--- src/verilog/rfwp_defs.svh ---
`ifndef RFWP_DEFS_SVH
`define RFWP_DEFS_SVH

`define RFWP_REG_WP_OVR      8'hC5
`define RFWP_REG_RING_FILT   8'hC6
`define RFWP_REG_WAKE_STAT   8'hD0
`define RFWP_REG_IRQ_STAT    8'hD1
`define RFWP_REG_IRQ_MASK    8'hD2

`define RFWP_WP_OVR_RESET    1'h0
`define RFWP_RING_FILT_RESET 3'h0
`define RFWP_IRQ_MASK_RESET  4'h0

`define RFWP_WP_OVR_BIT      0
`define RFWP_RING_FILT_W     3
`define RFWP_WAKE_RING_LSB   0
`define RFWP_WAKE_T2_BIT     3
`define RFWP_WAKE_T3_BIT     4
`define RFWP_IRQ_W           4
`define RFWP_IRQ_T3_BIT      3

`define RFWP_SYS_CLK_HZ      100000000
`define RFWP_RING_MIN_HZ     15
`define RFWP_RING_QUAL_MS    200
`define RFWP_RING_GAP_CYCLES  (`RFWP_SYS_CLK_HZ / `RFWP_RING_MIN_HZ)
`define RFWP_RING_QUAL_CYCLES (`RFWP_SYS_CLK_HZ / 1000 * `RFWP_RING_QUAL_MS)

`endif

--- src/verilog/rfwp_pkg.sv ---
package rfwp_pkg;

    typedef struct packed {
        logic [7:0] addr;
        logic [7:0] wrData;
        logic       wr;
        logic       rd;
    } rfwp_bus_req_t;

    typedef struct packed {
        logic wpInN;
        logic sel0N;
    } rfwp_wp_pins_t;

    typedef enum logic [1:0] {
        RF_IDLE   = 2'b00,
        RF_TRAIN  = 2'b01,
        RF_ACTIVE = 2'b10
    } rfwp_ring_state_t;

endpackage : rfwp_pkg

--- src/verilog/rfwp_sync.sv ---
`timescale 1ns/1ps
module rfwp_sync #(
    parameter int WIDTH = 1
) (
    input  wire logic             sys_clk,
    input  wire logic             rst,
    input  wire logic [WIDTH-1:0] asyncIn,
    output logic      [WIDTH-1:0] syncOut
);
    logic [WIDTH-1:0] stage1_reg;

    always_ff @(posedge sys_clk) begin
        if (rst) begin
            stage1_reg <= '1;
            syncOut    <= '1;
        end else begin
            stage1_reg <= asyncIn;
            syncOut    <= stage1_reg;
        end
    end
endmodule : rfwp_sync

--- src/verilog/rfwp_ring_filter.sv ---
`timescale 1ns/1ps
module rfwp_ring_filter
    import rfwp_pkg::*;
#(
    parameter int GAP_CYCLES  = 6666666,
    parameter int QUAL_CYCLES = 20000000
) (
    input  wire logic sys_clk,
    input  wire logic rst,
    input  wire logic ringS,
    input  wire logic filterEn,
    output logic      indN
);
    localparam int CW = $clog2(QUAL_CYCLES + GAP_CYCLES) + 1;

    rfwp_ring_state_t state_reg, state_next;
    logic [CW-1:0]    gapCnt_reg, gapCnt_next;
    logic [CW-1:0]    trainCnt_reg, trainCnt_next;
    logic             ringPrev_reg, ringPrev_next;
    logic             indN_next;
    logic             fall;
    logic             gapDone;

    assign fall    = ringPrev_reg & ~ringS;
    assign gapDone = !fall && (gapCnt_reg == CW'(GAP_CYCLES - 1));

    always_comb begin
        state_next    = state_reg;
        gapCnt_next   = fall ? '0 : gapCnt_reg + CW'(1);
        trainCnt_next = trainCnt_reg + CW'(1);
        ringPrev_next = ringS;
        indN_next     = 1'b1;
        if (!filterEn) begin
            state_next    = RF_IDLE;
            gapCnt_next   = '0;
            trainCnt_next = '0;
            indN_next     = ~fall;
        end else begin
            case (state_reg)
                RF_IDLE: begin
                    gapCnt_next   = '0;
                    trainCnt_next = '0;
                    if (fall) state_next = RF_TRAIN;
                end
                RF_TRAIN: begin
                    // Slower than the minimum rate breaks the train
                    if (gapDone) state_next = RF_IDLE;
                    else if (trainCnt_reg == CW'(QUAL_CYCLES - 1)) begin
                        state_next = RF_ACTIVE;
                        indN_next  = 1'b0;
                    end
                end
                RF_ACTIVE: begin
                    trainCnt_next = trainCnt_reg;
                    indN_next     = gapDone;
                    if (gapDone) state_next = RF_IDLE;
                end
                default: state_next = RF_IDLE;
            endcase
        end
    end

    always_ff @(posedge sys_clk) begin
        if (rst) begin
            state_reg    <= RF_IDLE;
            gapCnt_reg   <= '0;
            trainCnt_reg <= '0;
            ringPrev_reg <= 1'b1;
            indN         <= 1'b1;
        end else begin
            state_reg    <= state_next;
            gapCnt_reg   <= gapCnt_next;
            trainCnt_reg <= trainCnt_next;
            ringPrev_reg <= ringPrev_next;
            indN         <= indN_next;
        end
    end
endmodule : rfwp_ring_filter

--- src/verilog/rfwp_top.sv ---
// Decided for this implementation: the plain strobed port.
`timescale 1ns/1ps
`include "rfwp_defs.svh"

// Behaviour
// - A set override bit makes the core see the drive write-protect as inactive while drive-select-0 (sel0N) is high.
// - Core write-protect high equals the pin high OR-ed with drive-select-0 AND the override bit.
// - The override acts equally on the drive connector path and the parallel-port drive path.
// - One override bit acts only while drive-select-0 (sel0N) is high, not for every attached drive.
// - Bits 7:1 of the override register always read zero.
// - Filter bit 0 qualifies a 15 Hz train lasting 200 ms on the main ring pin into a low level held until the train stops.
// - Filter bit 0 clear makes any falling edge of the main ring pin a ring indication.
// - Filter bit 1 applies the same train qualification to the first serial ring pin.
// - Filter bit 2 applies the same train qualification to the second serial ring pin.
// - Filter bit 1 clear makes any falling edge of the first serial ring pin an indication.
// - First-type wake events are edge latched until a status read and feed power-on.
// - Second-type wake events are passed as levels and clear only at their source.
// - Third-type wake events are edge latched until a status read but never feed power-on.
module rfwp_top
    import rfwp_pkg::*;
#(
    parameter int RING_GAP_CYCLES  = `RFWP_RING_GAP_CYCLES,
    parameter int RING_QUAL_CYCLES = `RFWP_RING_QUAL_CYCLES
) (
    input  wire logic                  sys_clk,
    input  wire logic                  rst,
    input  wire rfwp_pkg::rfwp_bus_req_t busReq,
    output logic                  [7:0] regRdData,
    input  wire rfwp_pkg::rfwp_wp_pins_t fddWp,
    input  wire rfwp_pkg::rfwp_wp_pins_t ppWp,
    output logic                        fddWpCoreN,
    output logic                        ppWpCoreN,
    input  wire logic                   mainRingInN,
    input  wire logic                   serial1RingInN,
    input  wire logic                   serial2RingInN,
    output logic                  [2:0] ringIndN,
    input  wire logic                   wakeType2In,
    input  wire logic                   wakeType3In,
    output logic                        pwrOnReq,
    output logic                        irqOut
);
    import rfwp_pkg::*;

    localparam int RW = `RFWP_RING_FILT_W;
    localparam int IW = `RFWP_IRQ_W;

    // Pin synchronisers
    logic [8:0]          pinsS;
    rfwp_wp_pins_t       fddWpS;
    rfwp_wp_pins_t       ppWpS;
    logic [RW-1:0]       ringS;
    logic                wakeT2S;
    logic                wakeT3S;

    rfwp_sync #(
        .WIDTH (9)
    ) u_sync (
        .sys_clk (sys_clk),
        .rst     (rst),
        // Wake pins pass inverted so the all-ones reset reads as idle, no false edge
        .asyncIn ({fddWp, ppWp, serial2RingInN, serial1RingInN, mainRingInN,
                   ~wakeType2In, ~wakeType3In}),
        .syncOut (pinsS)
    );

    assign fddWpS  = pinsS[8:7];
    assign ppWpS   = pinsS[6:5];
    assign ringS   = pinsS[4:2];
    assign wakeT2S = ~pinsS[1];
    assign wakeT3S = ~pinsS[0];

    // Register decode
    logic wrWpOvr;
    logic wrRingFilt;
    logic wrIrqStat;
    logic wrIrqMask;
    logic rdWakeStat;

    assign wrWpOvr    = busReq.wr && busReq.addr == `RFWP_REG_WP_OVR;
    assign wrRingFilt = busReq.wr && busReq.addr == `RFWP_REG_RING_FILT;
    assign wrIrqStat  = busReq.wr && busReq.addr == `RFWP_REG_IRQ_STAT;
    assign wrIrqMask  = busReq.wr && busReq.addr == `RFWP_REG_IRQ_MASK;
    assign rdWakeStat = busReq.rd && busReq.addr == `RFWP_REG_WAKE_STAT;

    // Configuration registers
    logic          wpOvr_reg;
    logic          wpOvr_next;
    logic [RW-1:0] ringFilt_reg;
    logic [RW-1:0] ringFilt_next;
    logic [IW-1:0] irqMask_reg;
    logic [IW-1:0] irqMask_next;

    always_comb begin
        wpOvr_next    = wpOvr_reg;
        ringFilt_next = ringFilt_reg;
        irqMask_next  = irqMask_reg;
        if (wrWpOvr) begin
            wpOvr_next = busReq.wrData[`RFWP_WP_OVR_BIT];
        end
        if (wrRingFilt) begin
            ringFilt_next = busReq.wrData[RW-1:0];
        end
        if (wrIrqMask) begin
            irqMask_next = busReq.wrData[IW-1:0];
        end
    end

    always_ff @(posedge sys_clk) begin
        if (rst) begin
            wpOvr_reg    <= `RFWP_WP_OVR_RESET;
            ringFilt_reg <= `RFWP_RING_FILT_RESET;
            irqMask_reg  <= `RFWP_IRQ_MASK_RESET;
        end else begin
            wpOvr_reg    <= wpOvr_next;
            ringFilt_reg <= ringFilt_next;
            irqMask_reg  <= irqMask_next;
        end
    end

    // Write-protect paths
    logic fddWpCoreN_next;
    logic ppWpCoreN_next;

    always_comb begin
        // Same bit on both paths, gated by drive-select-0 (sel0N)
        fddWpCoreN_next = fddWpS.wpInN | (fddWpS.sel0N & wpOvr_reg);
        ppWpCoreN_next  = ppWpS.wpInN | (ppWpS.sel0N & wpOvr_reg);
    end

    always_ff @(posedge sys_clk) begin
        if (rst) begin
            fddWpCoreN <= 1'b1;
            ppWpCoreN  <= 1'b1;
        end else begin
            fddWpCoreN <= fddWpCoreN_next;
            ppWpCoreN  <= ppWpCoreN_next;
        end
    end

    // Ring filters, one per ring pin
    genvar gi;
    generate
        for (gi = 0; gi < RW; gi++) begin : g_ring
            rfwp_ring_filter #(
                .GAP_CYCLES  (RING_GAP_CYCLES),
                .QUAL_CYCLES (RING_QUAL_CYCLES)
            ) u_filt (
                .sys_clk  (sys_clk),
                .rst      (rst),
                .ringS    (ringS[gi]),
                .filterEn (ringFilt_reg[gi]),
                .indN     (ringIndN[gi])
            );
        end
    endgenerate

    // Wake latches and interrupt status
    logic [RW-1:0] ringIndPrev_reg;
    logic [RW-1:0] ringIndPrev_next;
    logic [RW-1:0] ringEvt;
    logic          wakeT3Prev_reg;
    logic          wakeT3Prev_next;
    logic          wakeT3Evt;
    logic [RW-1:0] wakeT1_reg;
    logic [RW-1:0] wakeT1_next;
    logic          wakeT3_reg;
    logic          wakeT3_next;
    logic [IW-1:0] irqStat_reg;
    logic [IW-1:0] irqStat_next;
    logic [IW-1:0] irqClr;
    logic          pwrOnReq_next;
    logic          irqOut_next;

    assign ringEvt   = ringIndPrev_reg & ~ringIndN;
    assign wakeT3Evt = wakeT3S & ~wakeT3Prev_reg;
    assign irqClr    = wrIrqStat ? busReq.wrData[IW-1:0] : '0;

    always_comb begin
        ringIndPrev_next = ringIndN;
        wakeT3Prev_next  = wakeT3S;
        // A new edge beats the clearing read
        wakeT1_next  = ringEvt | (wakeT1_reg & {RW{~rdWakeStat}});
        wakeT3_next  = wakeT3Evt | (wakeT3_reg & ~rdWakeStat);
        irqStat_next = {wakeT3Evt, ringEvt} | (irqStat_reg & ~irqClr);
        // Type 3 stays out of the supply turn-on term
        pwrOnReq_next = (|wakeT1_next) | wakeT2S;
        irqOut_next   = |(irqStat_next & irqMask_next);
    end

    always_ff @(posedge sys_clk) begin
        if (rst) begin
            ringIndPrev_reg <= '1;
            wakeT3Prev_reg  <= 1'b0;
            wakeT1_reg      <= '0;
            wakeT3_reg      <= 1'b0;
            irqStat_reg     <= '0;
            pwrOnReq        <= 1'b0;
            irqOut          <= 1'b0;
        end else begin
            ringIndPrev_reg <= ringIndPrev_next;
            wakeT3Prev_reg  <= wakeT3Prev_next;
            wakeT1_reg      <= wakeT1_next;
            wakeT3_reg      <= wakeT3_next;
            irqStat_reg     <= irqStat_next;
            pwrOnReq        <= pwrOnReq_next;
            irqOut          <= irqOut_next;
        end
    end

    // Read port, data valid only in the cycle after the strobe
    logic [7:0] regRdData_next;

    always_comb begin
        regRdData_next = 8'h00;
        if (busReq.rd) begin
            case (busReq.addr)
                `RFWP_REG_WP_OVR: begin
                    regRdData_next = {7'h00, wpOvr_reg};
                end
                `RFWP_REG_RING_FILT: begin
                    regRdData_next = {5'h00, ringFilt_reg};
                end
                `RFWP_REG_WAKE_STAT: begin
                    // Type 2 shows the live level, never held
                    regRdData_next = {3'h0, wakeT3_reg, wakeT2S, wakeT1_reg};
                end
                `RFWP_REG_IRQ_STAT: begin
                    regRdData_next = {4'h0, irqStat_reg};
                end
                `RFWP_REG_IRQ_MASK: begin
                    regRdData_next = {4'h0, irqMask_reg};
                end
                default: begin
                    regRdData_next = 8'h00;
                end
            endcase
        end
    end

    always_ff @(posedge sys_clk) begin
        if (rst) begin
            regRdData <= 8'h00;
        end else begin
            regRdData <= regRdData_next;
        end
    end
endmodule : rfwp_top

--- config.mk ---
export PLATFORM = sky130hd
export DESIGN_NAME = rfwp_top
export DESIGN_NICKNAME = d
export VERILOG_FILES = /design/src/verilog/rfwp_pkg.sv /design/src/verilog/rfwp_sync.sv /design/src/verilog/rfwp_ring_filter.sv /design/src/verilog/rfwp_top.sv
export VERILOG_INCLUDE_DIRS = /design/src /design/src/verilog
export SDC_FILE = /design/constraint.sdc
export NUM_CORES = 1
export LEC_CHECK = 0
export BUFFER_PORTS_ARGS = -buffer_cell sky130_fd_sc_hd__buf_2
export CAP_MARGIN = 20
export CORE_ASPECT_RATIO = 0.7
export CORE_MARGIN = 2
export CORE_UTILIZATION = 44
export DETAILED_ROUTE_END_ITERATION = 7
export GPL_TIMING_DRIVEN = 0
export PLACE_DENSITY = 0.69
export SYNTH_ARGS = -nofsm -noshare
export SYNTH_HDL_FRONTEND = slang
export SYNTH_SLANG_ARGS = --single-unit
--- constraint.sdc ---
create_clock -name sys_clk -period 7 [get_ports sys_clk]
set_clock_uncertainty 0.2 [all_clocks]
set_input_delay 0.7 -clock sys_clk [delete_from_list [all_inputs] [get_ports sys_clk]]
set_output_delay 0.7 -clock sys_clk [all_outputs]
set_load 0.1 [all_outputs]
# After elaboration in Yosys (flattened, before gate mapping)
# Cells that the tools add are included.
# W data, S select, Z words.
# word_totals
out_inout_bits,15
wordCells,156
reg_bits,218
input_bits,29
# classes
addsub,6
reduce_logical,26
bitwise,35
eq_ne,26
mux,33
# ops
operator,n
$add A26 B1 Y26 const B,6
$pmux W26 S2,3
$eq A26 B23 Y1 const B,3
$eq A26 B25 Y1 const B,3
$eq A8 B8 Y1 const B,5
$pmux W5 S5,1
$mux W2,12
$pmux W2 S3,3
$not A1 Y1,16
$reduce_or A4 Y1,4
$ne A2 B1 Y1 const B,6
$mux W1,9
$ne A3 B1 Y1 const B,3
$reduce_and A3 Y1,3
$and A4 B4 Y4,2
$logic_and A1 B1 Y1,8
$mux W4,2
$reduce_or A2 Y1,4
$and A1 B1 Y1,7
$and A3 B3 Y3,2
$eq A2 B1 Y1 const B,3
$eq A2 B2 Y1 const B,3
$logic_not A2 Y1,3
$pmux W1 S2,3
other kinds (7),12

# Longest topological paths before layout
# Gate-level depths: netlist of run 1.
# logic_depth
word_depth,8
depth_mapped,10
mapped_depth_nobuf,7

# Modules after synthesis
# Synthesis of run 1 repeated with hierarchy kept, for this count alone.
# unflattened
cells_unflattened,1118
hier_area_um2,9922.0
# modules_own_cells
mod,n_inst,cells_per_inst,seq_area_each_um2,area_each_um2
rfwp_ring_filter,3,310,1121.1,2702.6
rfwp_top,1,151,580.6,1330.0
rfwp_sync,1,37,360.3,484.2

# Least setup slack after synthesis of run 1
# OpenSTA, ideal clock, no wires.
# synth_timing
path_kind,input -> register
start,input busReq[15] (netlist bit)
end,register irqOut
path_buffers,1
slack_ps,4453
setup_ps,132
required_ps,6668
t_arrival_ps,2215
cell_stages,6
path_cell_list,nand4bb_1 or4_1 buf_2 mux2_1 a22oi_1 a31oi_1
# synth_via
elab_chain_cells,8
elab_cells_between_ends,11
classes_between,eq/ne: 2; mux: 2; bitwise: 4; reduce/logical: 3
# synth_lines
element,line,rtl
"start, declared",rfwp_top.sv:27,"input wire rfwp_pkg::rfwp_bus_req_t busReq,"
$eq A8 B8 Y1,n/a,
$logic_and A1 B1 Y1 (no line),n/a,
$mux W4,rfwp_top.sv:176,assign irqClr = wrIrqStat ? busReq.wrData[IW-1:0] : '0;
$not A4 Y4,rfwp_top.sv:184,"irqStat_next = {wakeT3Evt, ringEvt} | (irqStat_reg & ~irqClr);"
$and A4 B4 Y4,rfwp_top.sv:184,
$or A4 B4 Y4,rfwp_top.sv:184,
$and A4 B4 Y4 (*),rfwp_top.sv:187,irqOut_next = |(irqStat_next & irqMask_next);
$reduce_or A4 Y1 (*),rfwp_top.sv:187,
"end signal, assigned",rfwp_top.sv:206,irqOut <= irqOut_next;
"end, declared",rfwp_top.sv:40,output logic irqOut
# Mark *: on every way between the ends. The rest lies on a longest branch, timed or not.
# A chain may end at the register's enable or synchronous reset.

# Worst setup path after layout of run 1
# layout_timing
start,register g_ring[2].u_filt.state_reg[0]
end,register g_ring[2].u_filt.trainCnt_reg[19]
# layout_via
elab_chain_cells,2
elab_cells_between_ends,3
classes_between,eq/ne: 1; mux: 1; reduce/logical: 1
# layout_lines
element,line,rtl
"start, declared",rfwp_ring_filter.sv:16,"rfwp_ring_state_t state_reg, state_next;"
"start signal, assigned",rfwp_ring_filter.sv:71,state_reg <= state_next;
$eq A2 B2 Y1 or $logic_not A2 Y1 (tied branches),rfwp_ring_filter.sv:39,case (state_reg)
$pmux W26 S2,rfwp_ring_filter.sv:39,
"end signal, assigned",rfwp_ring_filter.sv:73,trainCnt_reg <= trainCnt_next;
"end, declared",rfwp_ring_filter.sv:18,"logic [CW-1:0] trainCnt_reg, trainCnt_next;"
# Parallel ways exist; a longest one is shown, timed or not.

==> results of run 1 <==
final timing paths:
| path | endpoint | slack (ns) | depth (start not counted) |
|---|---|---|---|
| max | g_ring[2].u_filt.trainCnt_reg[19] | 4.35 | 10 |
| min | u_sync.stage1_reg[2] | 0.19 | 2 |
| max reg2reg | g_ring[2].u_filt.trainCnt_reg[19] | 4.35 | 10 |
| min reg2reg | u_sync.syncOut[6] | 0.20 | 1 |
cells in the mapped netlist, types with 18 or more instances:
cell type | instances | area, sq um
dfxtp_1 | 215 | 4300
nor2_1 | 176 | 661
nor4_1 | 24 | 150
or3_1 | 21 | 131
clkbuf_1 | 33 | 124
a21oi_1 | 40 | 200
nor3_1 | 39 | 195
nand3_1 | 63 | 315
o21ai_0 | 30 | 150
or2_2 | 26 | 163
xor2_1 | 45 | 394
nand4_1 | 37 | 231
inv_1 | 39 | 146
nand2_1 | 73 | 274
ha_1 | 18 | 225
xnor2_1 | 78 | 683
critical path: stages, from the launching register on:
cell and delay (ns):
dfxtp_1 0.39, inv_1 0.08, ha_1 0.19, clkbuf_1 0.21, and4b_1 0.30, clkbuf_1 0.22, nand4_1 0.17, clkbuf_1 0.25
nor4_1 0.30, xnor2_1 0.16, nor2_1 0.05
cell families after synthesis:
family | Yosys count
AOI/OAI and AO/OA | 106
xor gates and xnor gates | 123
adders and majority gates | 18
buffers and inverters | 83
DFF | 215
muxes | 10
other | 1
and+or+nand+nor | 582
through the flow:
stage	cells	utilization
final	1492	0.506
after global routing	1492	0.506
after CTS	1491	0.505
after detailed placement	1454	0.474
after global placement	1454	0.474
after floorplan	1140	-
power breakdown:
part / total [mW] / switching [mW] / internal, mW
Sequential: 1.24 / 0.00370 / 1.23
Clock: 1.12 / 0.462 / 0.662
Combinational: 0.0575 / 0.0397 / 0.0178
Total: 2.42 / 0.506 / 1.91
layer usage:
layer / vias to the layer above / part of all wire
met5: - / 0
met4: 0 / 0.021
met3: 32 / 0.050
met2: 173 / 0.40
met1: 3690 / 0.53
li1: 4069 / -
final cells by class:
cell class                      count  area share
Multi-Input combinational cell    842       0.469
Sequential cell                   215       0.391
Timing Repair Buffer               33      0.0150
Clock inverter                      1    0.000454
Tap cell                          282      0.0320
Buffer                             44      0.0176
Inverter                           39      0.0133
Clock buffer                       36      0.0621
==> metrics.cfg, run 1 <==
[cts]
cts_buffers = 22
ctsHoldBuffers = 0
clock_path_buffers = 3
cts.repair.resized = 0
cts_tree = done
cts_sinks = 215
ctsHtreeMaxLevel = 1
clk_pin_slew_ns = 0.06
cts_root_buffer = clkbuf_16
cts_setup_buffers = 0
clk_latency_ns = 0.50

[setup_path]
cp.arrival_ns = 2.83
startpoint_type = flop
r2r-start = g_ring[2].u_filt.state_reg[0]
worstSetupPathType = reg2reg
crit_fanout = 10
startpoint = g_ring[2].u_filt.state_reg[0]
critical_path_required_ns = 7.18
end_kind = flop

[timing]
finalSetupViolCount = 0
rsz0062_at_grt = no
hold_slack_ns = 0.186
max_freq_mhz = 377
fin_crit_ns = 2.65
finalHoldViolCount = 0
worst_pin_slew_ns = 0.795
layout_setup_ws_ns = 4.35
report.final.slew_viol_count = 0
setup_tns_ns = 0
timing.final.crit_share = 0.379
slew_headroom = 0.466

[power_and_ir_drop]
finalPower_mw = 2.42
p_leak_nw = 3.44
power-per-cell-area_nw_per_um2 = 219
peakVddDrop_uv = 170

[synthesis]
yosysWarnings = 0
synth-compound-area-share = 0.0644
synth_xor_area_frac = 0.110
synthAdderAreaFrac = 0.0230
synth_cell_types = 63
avgSynthCellArea_sq_um = 8.62
netlist_instances = 1138
synthFlopType = dfxtp_1
synth_area_sq_um = 9800
synth_top_family_by_area = simple AND/OR/NAND/NOR gates
muxShareOfSynthArea = 0.0105
ys_seq_area_frac = 0.439
synth-edff-count = 0
async_reset_ff_frac = 0
ys_ff_latch = 215
yosys.area_share.simple = 0.318

[grt]
gr-usage-met1 = 0.280
grt-ovfl-total = 0
grt_use_total = 0.181
grt_max_degree = 14
grt_pass1_wl_microns = 35600
grt_pass1_vias = 7166
met2_usage = 0.259
grt_antenna_before_repair = 1
use_met3 = 0.0280
gr-max-usage-layer = met1

[layout]
seq_area_sq_um = 4300
drive_above_1_share = 0.0967
layout_commonest_cell = dfxtp_1
diodes = 0
multi_input_area_sq_um = 5170
fin_area_sq_um = 11000
nFillCells = 2031
nets = 1244
final_cell_mix = 215 x dfxtp_1, 176 x nor2_1, 78 x xnor2_1
area_growth_pct = 12.4

[detailed_routing]
drt-vias-per-instance = 5.34
drt-wirelength-per-cell_microns = 14.1
routed-via-count = 7964
wl_microns = 21000
first_iter_violations = 647
ant_nets = 0
drt-pass1-iter-count = 5
route.detailed.drc = 0

[floorplanning]
core_area_sq_um = 21800
start_util = 0.450
core.rowCount = 45
die_y_microns = 129
die_w_microns = 182
die_area_sq_um = 23500
num_io_pins = 44

[place]
dpl_worst_slack_ns = 4.07
hpwlAfterDp_microns = 15100
dpl_cell_area_sq_um = 10300
portBuffers = 32
place_congestion = 0.828

[hold_path]
hp-class = in2reg
min_from = mainRingInN

[job]
maxCapViolCount = 0

[run_status]
outcome = complete, no violations

No activity file was read; power rests on OpenSTA's default activity.
==> run 2: changes to the inputs <==
==> constraint.sdc (replaced) <==
create_clock -name sys_clk -period 2.7 [get_ports sys_clk]
set_clock_uncertainty 0.2 [all_clocks]
set_input_delay 0.27 -clock sys_clk [delete_from_list [all_inputs] [get_ports sys_clk]]
set_output_delay 0.27 -clock sys_clk [all_outputs]
set_load 0.1 [all_outputs]
==> run 2 against run 1 <==
Utilization is 0.87 points higher. Cell count is 1.1% higher. Die area stayed put. Power grew to 2.6 times the previous value. Non-clock buffer count is 17 higher. Critical endpoint is now g_ring[0].u_filt.trainCnt_reg[23]. Largest power group unchanged.
==> metrics.cfg, run 2 (synthesized netlist as in run 1, its figures left out) <==
[layout]
fin_area_sq_um = 11200
drive_above_1_share = 0.0978
fin_util = 0.514
final_cell_mix = 215 x dfxtp_1, 176 x nor2_1, 78 x xnor2_1
finalNonFillerCells = 1509
layout_commonest_cell = dfxtp_1
nets = 1261
diodes = 0
area_growth_pct = 14.3

[detailed_routing]
routed-via-count = 8052
ant_nets = 0
drt-pass1-iter-count = 5
first_iter_violations = 663
wl_microns = 21100
drt-wirelength-per-cell_microns = 14.0
route.detailed.drc = 0
drt-vias-per-instance = 5.34

[setup_path]
crit_family = simple AND/OR/NAND/NOR gates
critical_path.max_stage_delay_ns = 0.76
startpoint_type = flop
cp.arrival_ns = 2.76
crit_cells = 6
crit_slowest_cell = nor4_2
worstSetupPathType = reg2reg
crit_buf_inv = 1
reg2regPathDepth = 6
end_kind = flop
crit_fanout = 7
critical_path_required_ns = 2.93
path_cells = inv_1 > ha_1 > nor4_2 > nand3_1 > or3_1 > a21oi_1

[cts]
clock_path_buffers = 3
cts_tree = done
clk_latency_ns = 0.50
cts_buffers = 22
cts_root_buffer = clkbuf_16
clk_pin_slew_ns = 0.06
cts_setup_buffers = 0
cts_sinks = 215
ctsHtreeMaxLevel = 1

[timing]
hold_slack_ns = 0.0365
worst_pin_slew_ns = 0.822
report.final.slew_viol_count = 0
layout_setup_ws_ns = 0.170
slew_headroom = 0.447
max_freq_mhz = 395
rsz0062_at_grt = no
timing.final.crit_share = 0.937
fin_crit_ns = 2.53
finalHoldViolCount = 0
setup_tns_ns = 0
finalSetupViolCount = 0

[floorplanning]
die_area_sq_um = 23500
start_util = 0.450
core.rowCount = 45
num_io_pins = 44
core_area_sq_um = 21800
die_w_microns = 182
die_y_microns = 129

[grt]
grt_pass1_vias = 7217
grt-ovfl-total = 0
grt_use_total = 0.182
grt_antenna_before_repair = 1
grt_pass1_wl_microns = 35700
grt_max_degree = 14

[place]
dpl_worst_slack_ns = 0.0654
dpl_cell_area_sq_um = 10300
place_inst = 1454
hpwlAfterDp_microns = 15100
place_congestion = 0.828
portBuffers = 32

[power_and_ir_drop]
peakVddDrop_uv = 435
finalPower_mw = 6.29
p_leak_nw = 3.51
power-per-cell-area_nw_per_um2 = 561

[hold_path]
holdPathStages = 5
hp-class = in2reg

[run_status]
outcome = complete, no violations

[job]
maxCapViolCount = 0

## run 2: cell type report
class	count	area [sq um]
fill	2022	10600
multi-input combinational	842	5180
sequential	215	4300
clock buffer	36	684
tap	282	353
timing repair buffer	51	345
buffer	43	191
inverter	39	146
clock inverter	1	5.00
## run 2: worst register-to-register path, cell delays in order, from the launching register on
cell     delay [ns]
dfxtp_1        0.38
inv_1          0.09
ha_1           0.25
nor4_2         0.76
nand3_1        0.27
or3_1          0.37
a21oi_1        0.14
## run 2: routing by layer
metal | wire length, microns | global-route usage | vias up | share of wire
met1 | 11200 | 0.281 | 3730 | 0.53
met5 | 0 | 0 | - | 0
met4 | 414 | 0.0470 | 0 | 0.020
met2 | 8500 | 0.261 | 188 | 0.40
met3 | 1050 | 0.0275 | 29 | 0.050
li1 | - | - | 4105 | -
## run 2: repair_timing
item | 4_1_cts | 5_1_grt
resized for setup | 0 | 4
endpoints found under the setup margin | 0 | 7
hold buffers | 18 | 0
endpoints found under the hold margin | 20 | 0
## run 2: path summary, 6_finish.rpt
| check | from | endpoint | slack, ns |
|---|---|---|---|
| setup / recovery | g_ring[0].u_filt.state_reg[0] | g_ring[0].u_filt.trainCnt_reg[23] | 0.17 |
| hold / removal | busReq[14] | wpOvr_reg | 0.04 |
| setup reg to reg | g_ring[0].u_filt.state_reg[0] | g_ring[0].u_filt.trainCnt_reg[23] | 0.17 |
| hold reg to reg | u_sync.stage1_reg[6] | u_sync.syncOut[6] | 0.20 |
## run 2: power by group
| group | switching (mW) | total (mW) | internal [mW] | leakage [nW] |
|---|---|---|---|---|
| registers | 0.00965 | 3.20 | 3.20 | 1.74 |
| logic | 0.106 | 0.166 | 0.0604 | 1.43 |
| clock network | 1.20 | 2.92 | 1.72 | 0.339 |
| total | 1.32 | 6.29 | 4.97 | 3.51 |
